$ cat config.mk
export PLATFORM = sky130hd
export DESIGN_NAME = csh_chroma_adjust
export DESIGN_NICKNAME = d
export VERILOG_FILES = /design/src/common/csh_pkg.sv /design/src/rtl/csh_gain_mult.sv /design/src/rtl/csh_hue_phase.sv /design/src/rtl/csh_chroma_adjust.sv
export SDC_FILE = /design/constraint.sdc
export NUM_CORES = 1
export LEC_CHECK = 0
export BUFFER_PORTS_ARGS = -buffer_cell sky130_fd_sc_hd__buf_2
export CORE_MARGIN = 4
export CORE_UTILIZATION = 40
export DETAILED_ROUTE_END_ITERATION = 7
export MAX_ROUTING_LAYER = met4
export PLACE_DENSITY = 0.58
export SYNTH_ARGS = -nofsm -noshare
export SYNTH_HDL_FRONTEND = slang
export SYNTH_SLANG_ARGS = --single-unit
$ cat constraint.sdc
create_clock -name pclk -period 38.1 [get_ports pclk]
set_clock_uncertainty 0.05 [all_clocks]
set_input_delay 3.81 -clock pclk [delete_from_list [all_inputs] [get_ports pclk]]
set_output_delay 3.81 -clock pclk [all_outputs]
set_load 0.02 [all_outputs]
$ cat src/common/csh_pkg.sv
// Purpose: Shared constants for the chroma saturation and hue stage
// Assumes: APB with 32-bit data; each register takes one aligned word
// Notes: Reset values and offsets are used by the top and the bench
package csh_pkg;

  // Data widths
  localparam int CHROMA_W = 8;
  localparam int GAIN_W = 9;
  localparam int HUE_W = 8;
  localparam int ADDR_W = 12;

  // Register byte offsets
  localparam logic [11:0] MISC_CONTROL_OFS = 12'h02c;
  localparam logic [11:0] U_GAIN_LOW_BYTE_OFS = 12'h034;
  localparam logic [11:0] V_GAIN_LOW_BYTE_OFS = 12'h038;
  localparam logic [11:0] HUE_PHASE_OFFSET_OFS = 12'h03c;
  localparam logic [11:0] DECODE_MODE_OFS = 12'h0f0;
  localparam logic [11:0] CLIP_STATUS_OFS = 12'h0f4;
  localparam logic [11:0] GAIN_VIEW_OFS = 12'h0f8;

  // Reset values
  localparam logic [7:0] MISC_CONTROL_RST = 8'h20;
  localparam logic [7:0] U_GAIN_LOW_BYTE_RST = 8'hfe;
  localparam logic [7:0] V_GAIN_LOW_BYTE_RST = 8'hb4;
  localparam logic [7:0] HUE_PHASE_OFFSET_RST = 8'h00;

  // Field positions in the miscellaneous control register
  localparam int U_GAIN_TOP_BIT_POS = 1;
  localparam int V_GAIN_TOP_BIT_POS = 0;

  // Field positions in the clip status and gain view registers
  localparam int U_CLIP_POS = 0;
  localparam int V_CLIP_POS = 1;
  localparam int V_VIEW_LSB = 16;

  // Unity gain codes of the two colour-difference paths
  localparam int U_UNITY = 254;
  localparam int V_UNITY = 180;

  // Legal chroma output range
  localparam int CHROMA_MIN = -128;
  localparam int CHROMA_MAX = 127;

  // Log2 of hue steps per full turn of subcarrier phase
  localparam int HUE_TURN_W = 9;

  // Decoding standards
  typedef enum logic [1:0] {
    CSH_STD_NTSC = 2'h0,
    CSH_STD_PAL = 2'h1,
    CSH_STD_SECAM = 2'h2,
    CSH_STD_DIGITAL = 2'h3
  } csh_std_t;

endpackage

$ cat src/rtl/csh_gain_mult.sv
// Purpose: Scales one colour-difference sample by gain over unity code
// Assumes: Signed sample, unsigned gain code, combinational use
// Notes: Quotient truncates toward zero, then clamps to the legal range
`timescale 1ns/1ps
module csh_gain_mult #(
  parameter int UNITY = 254
) (
  // Sample and gain
  input wire logic signed [csh_pkg::CHROMA_W-1:0] sample,
  input wire logic [csh_pkg::GAIN_W-1:0] gain,
  // Result
  output logic signed [csh_pkg::CHROMA_W-1:0] result,
  output logic clipped
);
  import csh_pkg::*;

  localparam int PROD_W = CHROMA_W + GAIN_W + 1;
  localparam logic signed [PROD_W-1:0] UNITY_S = PROD_W'(UNITY);
  localparam logic signed [PROD_W-1:0] MIN_S = PROD_W'(CHROMA_MIN);
  localparam logic signed [PROD_W-1:0] MAX_S = PROD_W'(CHROMA_MAX);

  if (UNITY < 1 || UNITY > 511) begin : g_chk
    $error("csh_gain_mult: UNITY out of range");
  end

  wire logic signed [PROD_W-1:0] product;
  wire logic signed [PROD_W-1:0] quotient;

  // Gain code over unity code; a wide product keeps the top code exact
  assign product = PROD_W'(sample) * $signed({1'b0, gain});
  assign quotient = product / UNITY_S;
  // Clamp rather than wrap, a wrapped colour is far worse than a flat one
  assign clipped = (quotient > MAX_S) || (quotient < MIN_S);
  assign result = (quotient > MAX_S) ? CHROMA_W'(CHROMA_MAX) :
                  (quotient < MIN_S) ? CHROMA_W'(CHROMA_MIN) :
                  quotient[CHROMA_W-1:0];

endmodule // csh_gain_mult

$ cat src/rtl/csh_hue_phase.sv
// Purpose: Adds the signed hue offset to the demodulating subcarrier phase
// Assumes: Phase word spans one full turn; wraps modulo a turn
// Notes: One hue step is one part in 512 of a turn
`timescale 1ns/1ps
module csh_hue_phase #(
  parameter int PHASE_W = 12
) (
  // Phase in and hue
  input wire logic [PHASE_W-1:0] phase_in,
  input wire logic [csh_pkg::HUE_W-1:0] hue,
  input wire logic hue_enable,
  // Adjusted phase
  output logic [PHASE_W-1:0] phase_out
);
  import csh_pkg::*;

  if (PHASE_W < HUE_TURN_W) begin : g_chk
    $error("csh_hue_phase: PHASE_W too narrow for hue steps");
  end

  wire logic [PHASE_W-1:0] hue_ext;
  wire logic [PHASE_W-1:0] hue_step;

  // Sign extend, then scale so that 0x80 is a quarter turn back
  assign hue_ext = PHASE_W'($signed(hue));
  assign hue_step = hue_ext << (PHASE_W - HUE_TURN_W);
  // Offset only applies while decoding NTSC
  assign phase_out = hue_enable ? phase_in + hue_step : phase_in;

endmodule // csh_hue_phase

$ cat src/rtl/csh_chroma_adjust.sv
// Purpose: Chroma saturation gains and hue phase offset, APB registers
// Assumes: One clock pclk at 40 MHz; stream inputs on the same clock
// Notes: Two-cycle pipeline; APB answers one cycle into the access phase
//
// Behaviour
// RQ1 - U gain: top bit plus low byte, 0xFE
// RQ2 - U output equals U times gain over 254
// RQ3 - V gain: top bit plus low byte, 0xB4
// RQ4 - V output equals V times gain over 180
// RQ5 - Software keeps U/V gain ratio at reset ratio
// RQ6 - Software preserves other control bits on update
// RQ7 - Signed hue added to subcarrier phase, 0.7 degree
// RQ8 - Hue resets to zero, phase unchanged
// RQ9 - 0x80 is minus 90, 0x7F plus 89.3
// RQ10 - Hue applies only for NTSC decoding
// RQ11 - Gain products clamp to legal chroma range
//
// Register access over APB was left to the implementer.
`timescale 1ns/1ps
module csh_chroma_adjust #(
  parameter int PHASE_W = 12
) (
  // Clock and reset
  input wire logic pclk,
  input wire logic presetn,
  // APB slave
  input wire logic psel,
  input wire logic penable,
  input wire logic pwrite,
  input wire logic [csh_pkg::ADDR_W-1:0] paddr,
  input wire logic [31:0] pwdata,
  input wire logic [3:0] pstrb,
  output logic [31:0] prdata,
  output logic pready,
  output logic pslverr,
  // Chroma stream in
  input wire logic in_valid,
  input wire logic [csh_pkg::CHROMA_W-1:0] in_u,
  input wire logic [csh_pkg::CHROMA_W-1:0] in_v,
  input wire logic [PHASE_W-1:0] in_phase,
  // Chroma stream out
  output logic out_valid,
  output logic [csh_pkg::CHROMA_W-1:0] out_u,
  output logic [csh_pkg::CHROMA_W-1:0] out_v,
  output logic [PHASE_W-1:0] out_phase
);
  import csh_pkg::*;

  if (PHASE_W < HUE_TURN_W || PHASE_W > 32) begin : g_chk
    $error("csh_chroma_adjust: PHASE_W must lie in 9..32");
  end

  // Register state
  logic [7:0] misc_control_reg;
  logic [7:0] u_gain_low_byte_reg;
  logic [7:0] v_gain_low_byte_reg;
  logic [7:0] hue_phase_offset_reg;
  csh_std_t decode_mode_reg;
  logic [1:0] clip_status_reg;
  logic [1:0] clip_status_next;

  // APB answer state
  logic pready_reg;
  logic pslverr_reg;
  logic [31:0] prdata_reg;

  // Pipeline stage one
  logic s1_valid_reg;
  logic [CHROMA_W-1:0] s1_u_reg;
  logic [CHROMA_W-1:0] s1_v_reg;
  logic [PHASE_W-1:0] s1_phase_reg;

  // Pipeline stage two, the outputs
  logic out_valid_reg;
  logic [CHROMA_W-1:0] out_u_reg;
  logic [CHROMA_W-1:0] out_v_reg;
  logic [PHASE_W-1:0] out_phase_reg;

  // Bus decode
  wire logic access;
  wire logic commit;
  wire logic wr_commit;
  wire logic lane0;
  wire logic [7:0] wbyte;
  wire logic hit_misc;
  wire logic hit_u;
  wire logic hit_v;
  wire logic hit_hue;
  wire logic hit_mode;
  wire logic hit_status;
  wire logic hit_view;
  wire logic hit_any;
  wire logic [31:0] rd_value;

  // Datapath wires
  wire logic [GAIN_W-1:0] u_chroma_gain;
  wire logic [GAIN_W-1:0] v_chroma_gain;
  wire logic hue_enable;
  wire logic [CHROMA_W-1:0] u_scaled;
  wire logic [CHROMA_W-1:0] v_scaled;
  wire logic u_clip;
  wire logic v_clip;
  wire logic [PHASE_W-1:0] phase_adj;

  // Access phase, then the answer cycle commits the transfer
  assign access = psel && penable;
  assign commit = access && pready_reg;
  assign wr_commit = commit && pwrite && lane0;
  assign lane0 = pstrb[0];
  assign wbyte = pwdata[7:0];

  // Address decode; the low two bits must be zero
  assign hit_misc = (paddr == MISC_CONTROL_OFS);
  assign hit_u = (paddr == U_GAIN_LOW_BYTE_OFS);
  assign hit_v = (paddr == V_GAIN_LOW_BYTE_OFS);
  assign hit_hue = (paddr == HUE_PHASE_OFFSET_OFS);
  assign hit_mode = (paddr == DECODE_MODE_OFS);
  assign hit_status = (paddr == CLIP_STATUS_OFS);
  assign hit_view = (paddr == GAIN_VIEW_OFS);
  assign hit_any = hit_misc || hit_u || hit_v || hit_hue ||
                   hit_mode || hit_status || hit_view;

  // Read selection; bits above each field read zero
  assign rd_value =
    hit_misc ? {24'h000000, misc_control_reg} :
    hit_u ? {24'h000000, u_gain_low_byte_reg} :
    hit_v ? {24'h000000, v_gain_low_byte_reg} :
    hit_hue ? {24'h000000, hue_phase_offset_reg} :
    hit_mode ? {30'h00000000, decode_mode_reg} :
    hit_status ? {30'h00000000, clip_status_reg} :
    hit_view ? {7'h00, v_chroma_gain, 7'h00, u_chroma_gain} :
    32'h00000000;

  // Nine-bit gains: top bit from control, low byte from its register
  assign u_chroma_gain = {misc_control_reg[U_GAIN_TOP_BIT_POS],
                          u_gain_low_byte_reg}; // [RQ1]
  assign v_chroma_gain = {misc_control_reg[V_GAIN_TOP_BIT_POS],
                          v_gain_low_byte_reg}; // [RQ3]

  // Hue is ignored for PAL, SECAM and digital input
  assign hue_enable = (decode_mode_reg == CSH_STD_NTSC); // [RQ10]

  // U path, unity at code 254
  csh_gain_mult #(
    .UNITY(U_UNITY)
  ) u_gain_mult (
    .sample(s1_u_reg),
    .gain(u_chroma_gain),
    .result(u_scaled),
    .clipped(u_clip)
  ); // [RQ2] [RQ11]

  // V path, unity at code 180
  csh_gain_mult #(
    .UNITY(V_UNITY)
  ) v_gain_mult (
    .sample(s1_v_reg),
    .gain(v_chroma_gain),
    .result(v_scaled),
    .clipped(v_clip)
  ); // [RQ4] [RQ11]

  // Subcarrier phase offset; 0x80 is a quarter turn back
  csh_hue_phase #(
    .PHASE_W(PHASE_W)
  ) hue_phase (
    .phase_in(s1_phase_reg),
    .hue(hue_phase_offset_reg),
    .hue_enable(hue_enable),
    .phase_out(phase_adj)
  ); // [RQ7] [RQ9]

  // Sticky clip flags; a new clip beats a write-one clear
  always_comb begin
    clip_status_next = clip_status_reg;
    if (wr_commit && hit_status) begin
      clip_status_next = clip_status_reg & ~wbyte[1:0];
    end
    if (s1_valid_reg) begin
      clip_status_next[U_CLIP_POS] = clip_status_next[U_CLIP_POS] | u_clip;
      clip_status_next[V_CLIP_POS] = clip_status_next[V_CLIP_POS] | v_clip;
    end
  end

  // APB answer: one wait state, so every output comes from a flop
  always_ff @(posedge pclk or negedge presetn) begin
    if (!presetn) begin
      pready_reg <= 1'b0;
      pslverr_reg <= 1'b0;
      prdata_reg <= 32'h00000000;
    end else begin
      pready_reg <= access && !pready_reg;
      pslverr_reg <= access && !pready_reg && !hit_any;
      prdata_reg <= (access && !pready_reg && !pwrite && hit_any) ? rd_value : 32'h00000000;
    end
  end

  // Control register writes; the whole control byte is stored as written
  always_ff @(posedge pclk or negedge presetn) begin
    if (!presetn) begin
      misc_control_reg <= MISC_CONTROL_RST;
      u_gain_low_byte_reg <= U_GAIN_LOW_BYTE_RST; // [RQ1]
      v_gain_low_byte_reg <= V_GAIN_LOW_BYTE_RST; // [RQ3]
      hue_phase_offset_reg <= HUE_PHASE_OFFSET_RST; // [RQ8]
      decode_mode_reg <= CSH_STD_NTSC;
    end else if (wr_commit) begin
      if (hit_misc) begin
        misc_control_reg <= wbyte; // [RQ6]
      end
      if (hit_u) begin
        u_gain_low_byte_reg <= wbyte;
      end
      if (hit_v) begin
        v_gain_low_byte_reg <= wbyte;
      end
      if (hit_hue) begin
        hue_phase_offset_reg <= wbyte;
      end
      if (hit_mode) begin
        decode_mode_reg <= csh_std_t'(wbyte[1:0]);
      end
    end
  end

  // Clip flag register
  always_ff @(posedge pclk or negedge presetn) begin
    if (!presetn) begin
      clip_status_reg <= 2'h0;
    end else begin
      clip_status_reg <= clip_status_next;
    end
  end

  // Stage one captures the sample; data held when idle saves toggling
  always_ff @(posedge pclk or negedge presetn) begin
    if (!presetn) begin
      s1_valid_reg <= 1'b0;
      s1_u_reg <= '0;
      s1_v_reg <= '0;
      s1_phase_reg <= '0;
    end else begin
      s1_valid_reg <= in_valid;
      if (in_valid) begin
        s1_u_reg <= in_u;
        s1_v_reg <= in_v;
        s1_phase_reg <= in_phase;
      end
    end
  end

  // Stage two registers the scaled samples and adjusted phase
  always_ff @(posedge pclk or negedge presetn) begin
    if (!presetn) begin
      out_valid_reg <= 1'b0;
      out_u_reg <= '0;
      out_v_reg <= '0;
      out_phase_reg <= '0;
    end else begin
      out_valid_reg <= s1_valid_reg;
      if (s1_valid_reg) begin
        out_u_reg <= u_scaled; // [RQ2]
        out_v_reg <= v_scaled; // [RQ4]
        out_phase_reg <= phase_adj; // [RQ7]
      end
    end
  end

  // Outputs straight from flops
  assign prdata = prdata_reg;
  assign pready = pready_reg;
  assign pslverr = pslverr_reg;
  assign out_valid = out_valid_reg;
  assign out_u = out_u_reg;
  assign out_v = out_v_reg;
  assign out_phase = out_phase_reg;

endmodule // csh_chroma_adjust

==> key figures <==
Synthesis
  • Syn Area/Cell: ~8.3 um^2
  • Count leader, synth: inv_1
  • Synth top area cells: dfrtp_1, fa_1, ha_1
  • Post-synth top cells: inv_1, nand2_1, nor2_1
  • Cell taking the most area after synthesis: dfrtp_1
  • Yosys warns: 0
  • #FFs+latches synth: around 110
  • Post-synth EDFFs: 0
  • Distinct cells, synth: between 100 and 150
  • Async set-reset flop share out of synthesis: between 90% and 100%
  • Commonest register cell after synthesis: dfrtp_1
  • Post-synthesis sequential area ratio: approximately 17%
  • Mapped Area: about 16000 um^2
  • Top cell type's share of synthesized area: 15.5%
  • Cell count after synthesis: between 1500 and 2000

Floorplanning
  • Die Area: about 45000 um^2
  • Starting Density: between 40% and 50%
  • Placement Rows: 74
  • Ports: between 100 and 150
  • Core Footprint: 40800 um^2
  • Die Ht: approximately 210 um
  • Die X: 211 um

Detailed routing
  • Detail Route Antenna Nets: 0
  • DR vias/cell: roughly 5.7
  • WL/cell: between 15 and 20 um
  • Via count: approximately 15000
  • Routed wire length: roughly 44000 um
  • DRT Pass-1 Iters: 5
  • Iteration-0 DRC count of the detailed router: 1003
  • DR DRC count: 0

Clock network
  • Buffer count from post-CTS setup fixing: 0
  • Htree depth: 4
  • Clock Latency Late Sink: around 0.43 ns
  • Clock Sink Count: between 100 and 150
  • Clock-pin slew on the worst setup and hold paths: roughly 0.06 ns
  • CTS tree: built
  • CTS Buf Count: 17
  • Root Driver: clkbuf_16
  • CTS Buffer Depth: 2
  • Hold Buf Count CTS: 0
  • Resized Gates After CTS: 0

Layout
  • NumNets Final: 2311
  • Diodes inserted: 0
  • Area of the multi-input gates: ~13000 um^2
  • Sequential cell area: 2870 um^2
  • Max reg flops: 18
  • Fraction of layout cells with a size suffix above 1: ~15%
  • Filler cells: 4013
  • Syn-to-layout area delta: 9.14%

STA
  • Setup violators final: 0
  • Final Critical Period: between 10 and 15 ns
  • Slew headroom: about 16%
  • Unrepaired setup endpoints after global routing: false
  • Highest Clock Rate: roughly 67 MHz
  • Final TNS setup: 0 ns
  • Worst-margin pin slew: 1.25 ns
  • Fin crit share: between 30% and 40%
  • Hold Violations, Final: 0
  • Final max-slew violation count: 0

Min path
  • Critical hold path startpoint: clip_status_reg[0]
  • Hold/Removal Path Class: reg -> reg

Critical path
  • Crit-path slowest cell: nor2_1
  • R2R Path Start: v_gain_low_byte_reg[6]
  • Largest stage delay on the critical path: about 0.75 ns
  • CP arrival: roughly 15 ns
  • Startpoint Class: register
  • Bufs and invs on worst path: 4
  • Crit path max-delay family: compound AO/OA/AOI/OAI gates
  • Crit path from: v_gain_low_byte_reg[6]
  • Crit path max fanout: 15
  • CP Capture Type: register
  • Type of the worst setup path: reg -> reg
  • Crit path required time: between 30 and 40 ns

Place
  • PortBufs: between 100 and 150
  • GPL Wtd Cong: 0.924
  • Detailed-placement wirelength estimate: roughly 35000 um

GRT
  • GR Overflow Total: 0
  • Initial antenna violation count: 0
  • Vias in the first global route: about 14000
  • Total track usage: about 20%
  • Largest net degree at the start of global routing: 71
  • First-pass GRT wire length: between 70000 and 80000 um

Run
  • Max Cap Viol: 0

Status
  • Status: completed
[kinds of logic after synthesis]
group | after synthesis | synth area share, %
AOI/OAI and AO/OA | 486 | 21.8
and+or+nand+nor | 706 | 22.5
adders and majority gates | 193 | 18.6
buffers and inverters | 267 | 6.72
muxes | 97 | 6.46
DFF | 114 | 17.4
xor gates and xnor gates | 120 | 6.60
other | 1 | 0.0227
[routing by layer]
metal	share of wire (%)	GRT usage, %	vias to the layer above
li1	-	-	7151
met1	49	28.2	7150
met2	46	32.0	318
met3	3.7	2.47	30
met4	0.97	3.15	0
met5	0	-	-
[cells in the final DEF (no fill, tap or decap), types with 12 or more instances in the layout]
| master | instances |
|---|---|
| o21ai_0 | 69 |
| buf_2 | 102 |
| nand2b_1 | 18 |
| dfrtp_1 | 102 |
| xnor2_1 | 80 |
| or3_1 | 21 |
| xor2_1 | 34 |
| a21oi_1 | 93 |
| o21ai_1 | 16 |
| nor2_1 | 138 |
| nand4_1 | 18 |
| o21bai_1 | 17 |
| or2_2 | 15 |
| o211ai_1 | 22 |
| o21a_1 | 18 |
| nor4_1 | 15 |
| o31ai_1 | 15 |
| inv_1 | 180 |
| o22ai_1 | 14 |
| conb_1 | 14 |
| nor3_1 | 54 |
| nand2_1 | 172 |
| mux2_2 | 61 |
| and3_1 | 20 |
| clkbuf_16 | 17 |
| a211oi_1 | 13 |
| and2_1 | 112 |
| ha_1 | 103 |
| a21o_1 | 26 |
| dfstp_2 | 12 |
| a31oi_1 | 19 |
| fa_1 | 87 |
| mux2i_1 | 33 |
| nand3_1 | 54 |
[area by class of cell]
cell class / count / share of cell area, %
flip-flops and latches: 114 / 15.9
well taps: 532 / 3.70
repair buffers: 109 / 3.13
clock buffers: 19 / 2.52
inverters: 181 / 3.78
multi-input cells: 1616 / 69.8
clock inverters: 13 / 1.10
[path summary, 6_finish.rpt]
check | end | slack, ns | cells after the start
min in group asynchronous | s1_v_reg[2] | 3.33 | 1
max in group asynchronous | out_u[4] | 33.34 | 2
setup reg to reg | clip_status_reg[1] | 23.27 | 48
hold / removal | clip_status_reg[0] | 0.44 | 1
setup / recovery | clip_status_reg[1] | 23.27 | 48
hold reg to reg | clip_status_reg[0] | 0.44 | 1
[per-stage QoR]
step           std cells  cell area (um^2)  setup WS (ns)  hold slack [ns]  utilization [%]
2_1_floorplan       1997             16500          25.50            0.345                -
3_3_place_gp        2552             17300          23.51            0.417             42.5
3_5_place_dp        2552             17300          23.42            0.421             42.5
4_1_cts             2584             18000          23.40            0.437             44.1
5_1_grt             2584             18000          22.28            0.463             44.1
6_report            2584             18000          23.27            0.439             44.1
Power is not shown: default switching activity piles up to over one toggle a cycle in this logic, so the estimate is an artifact.
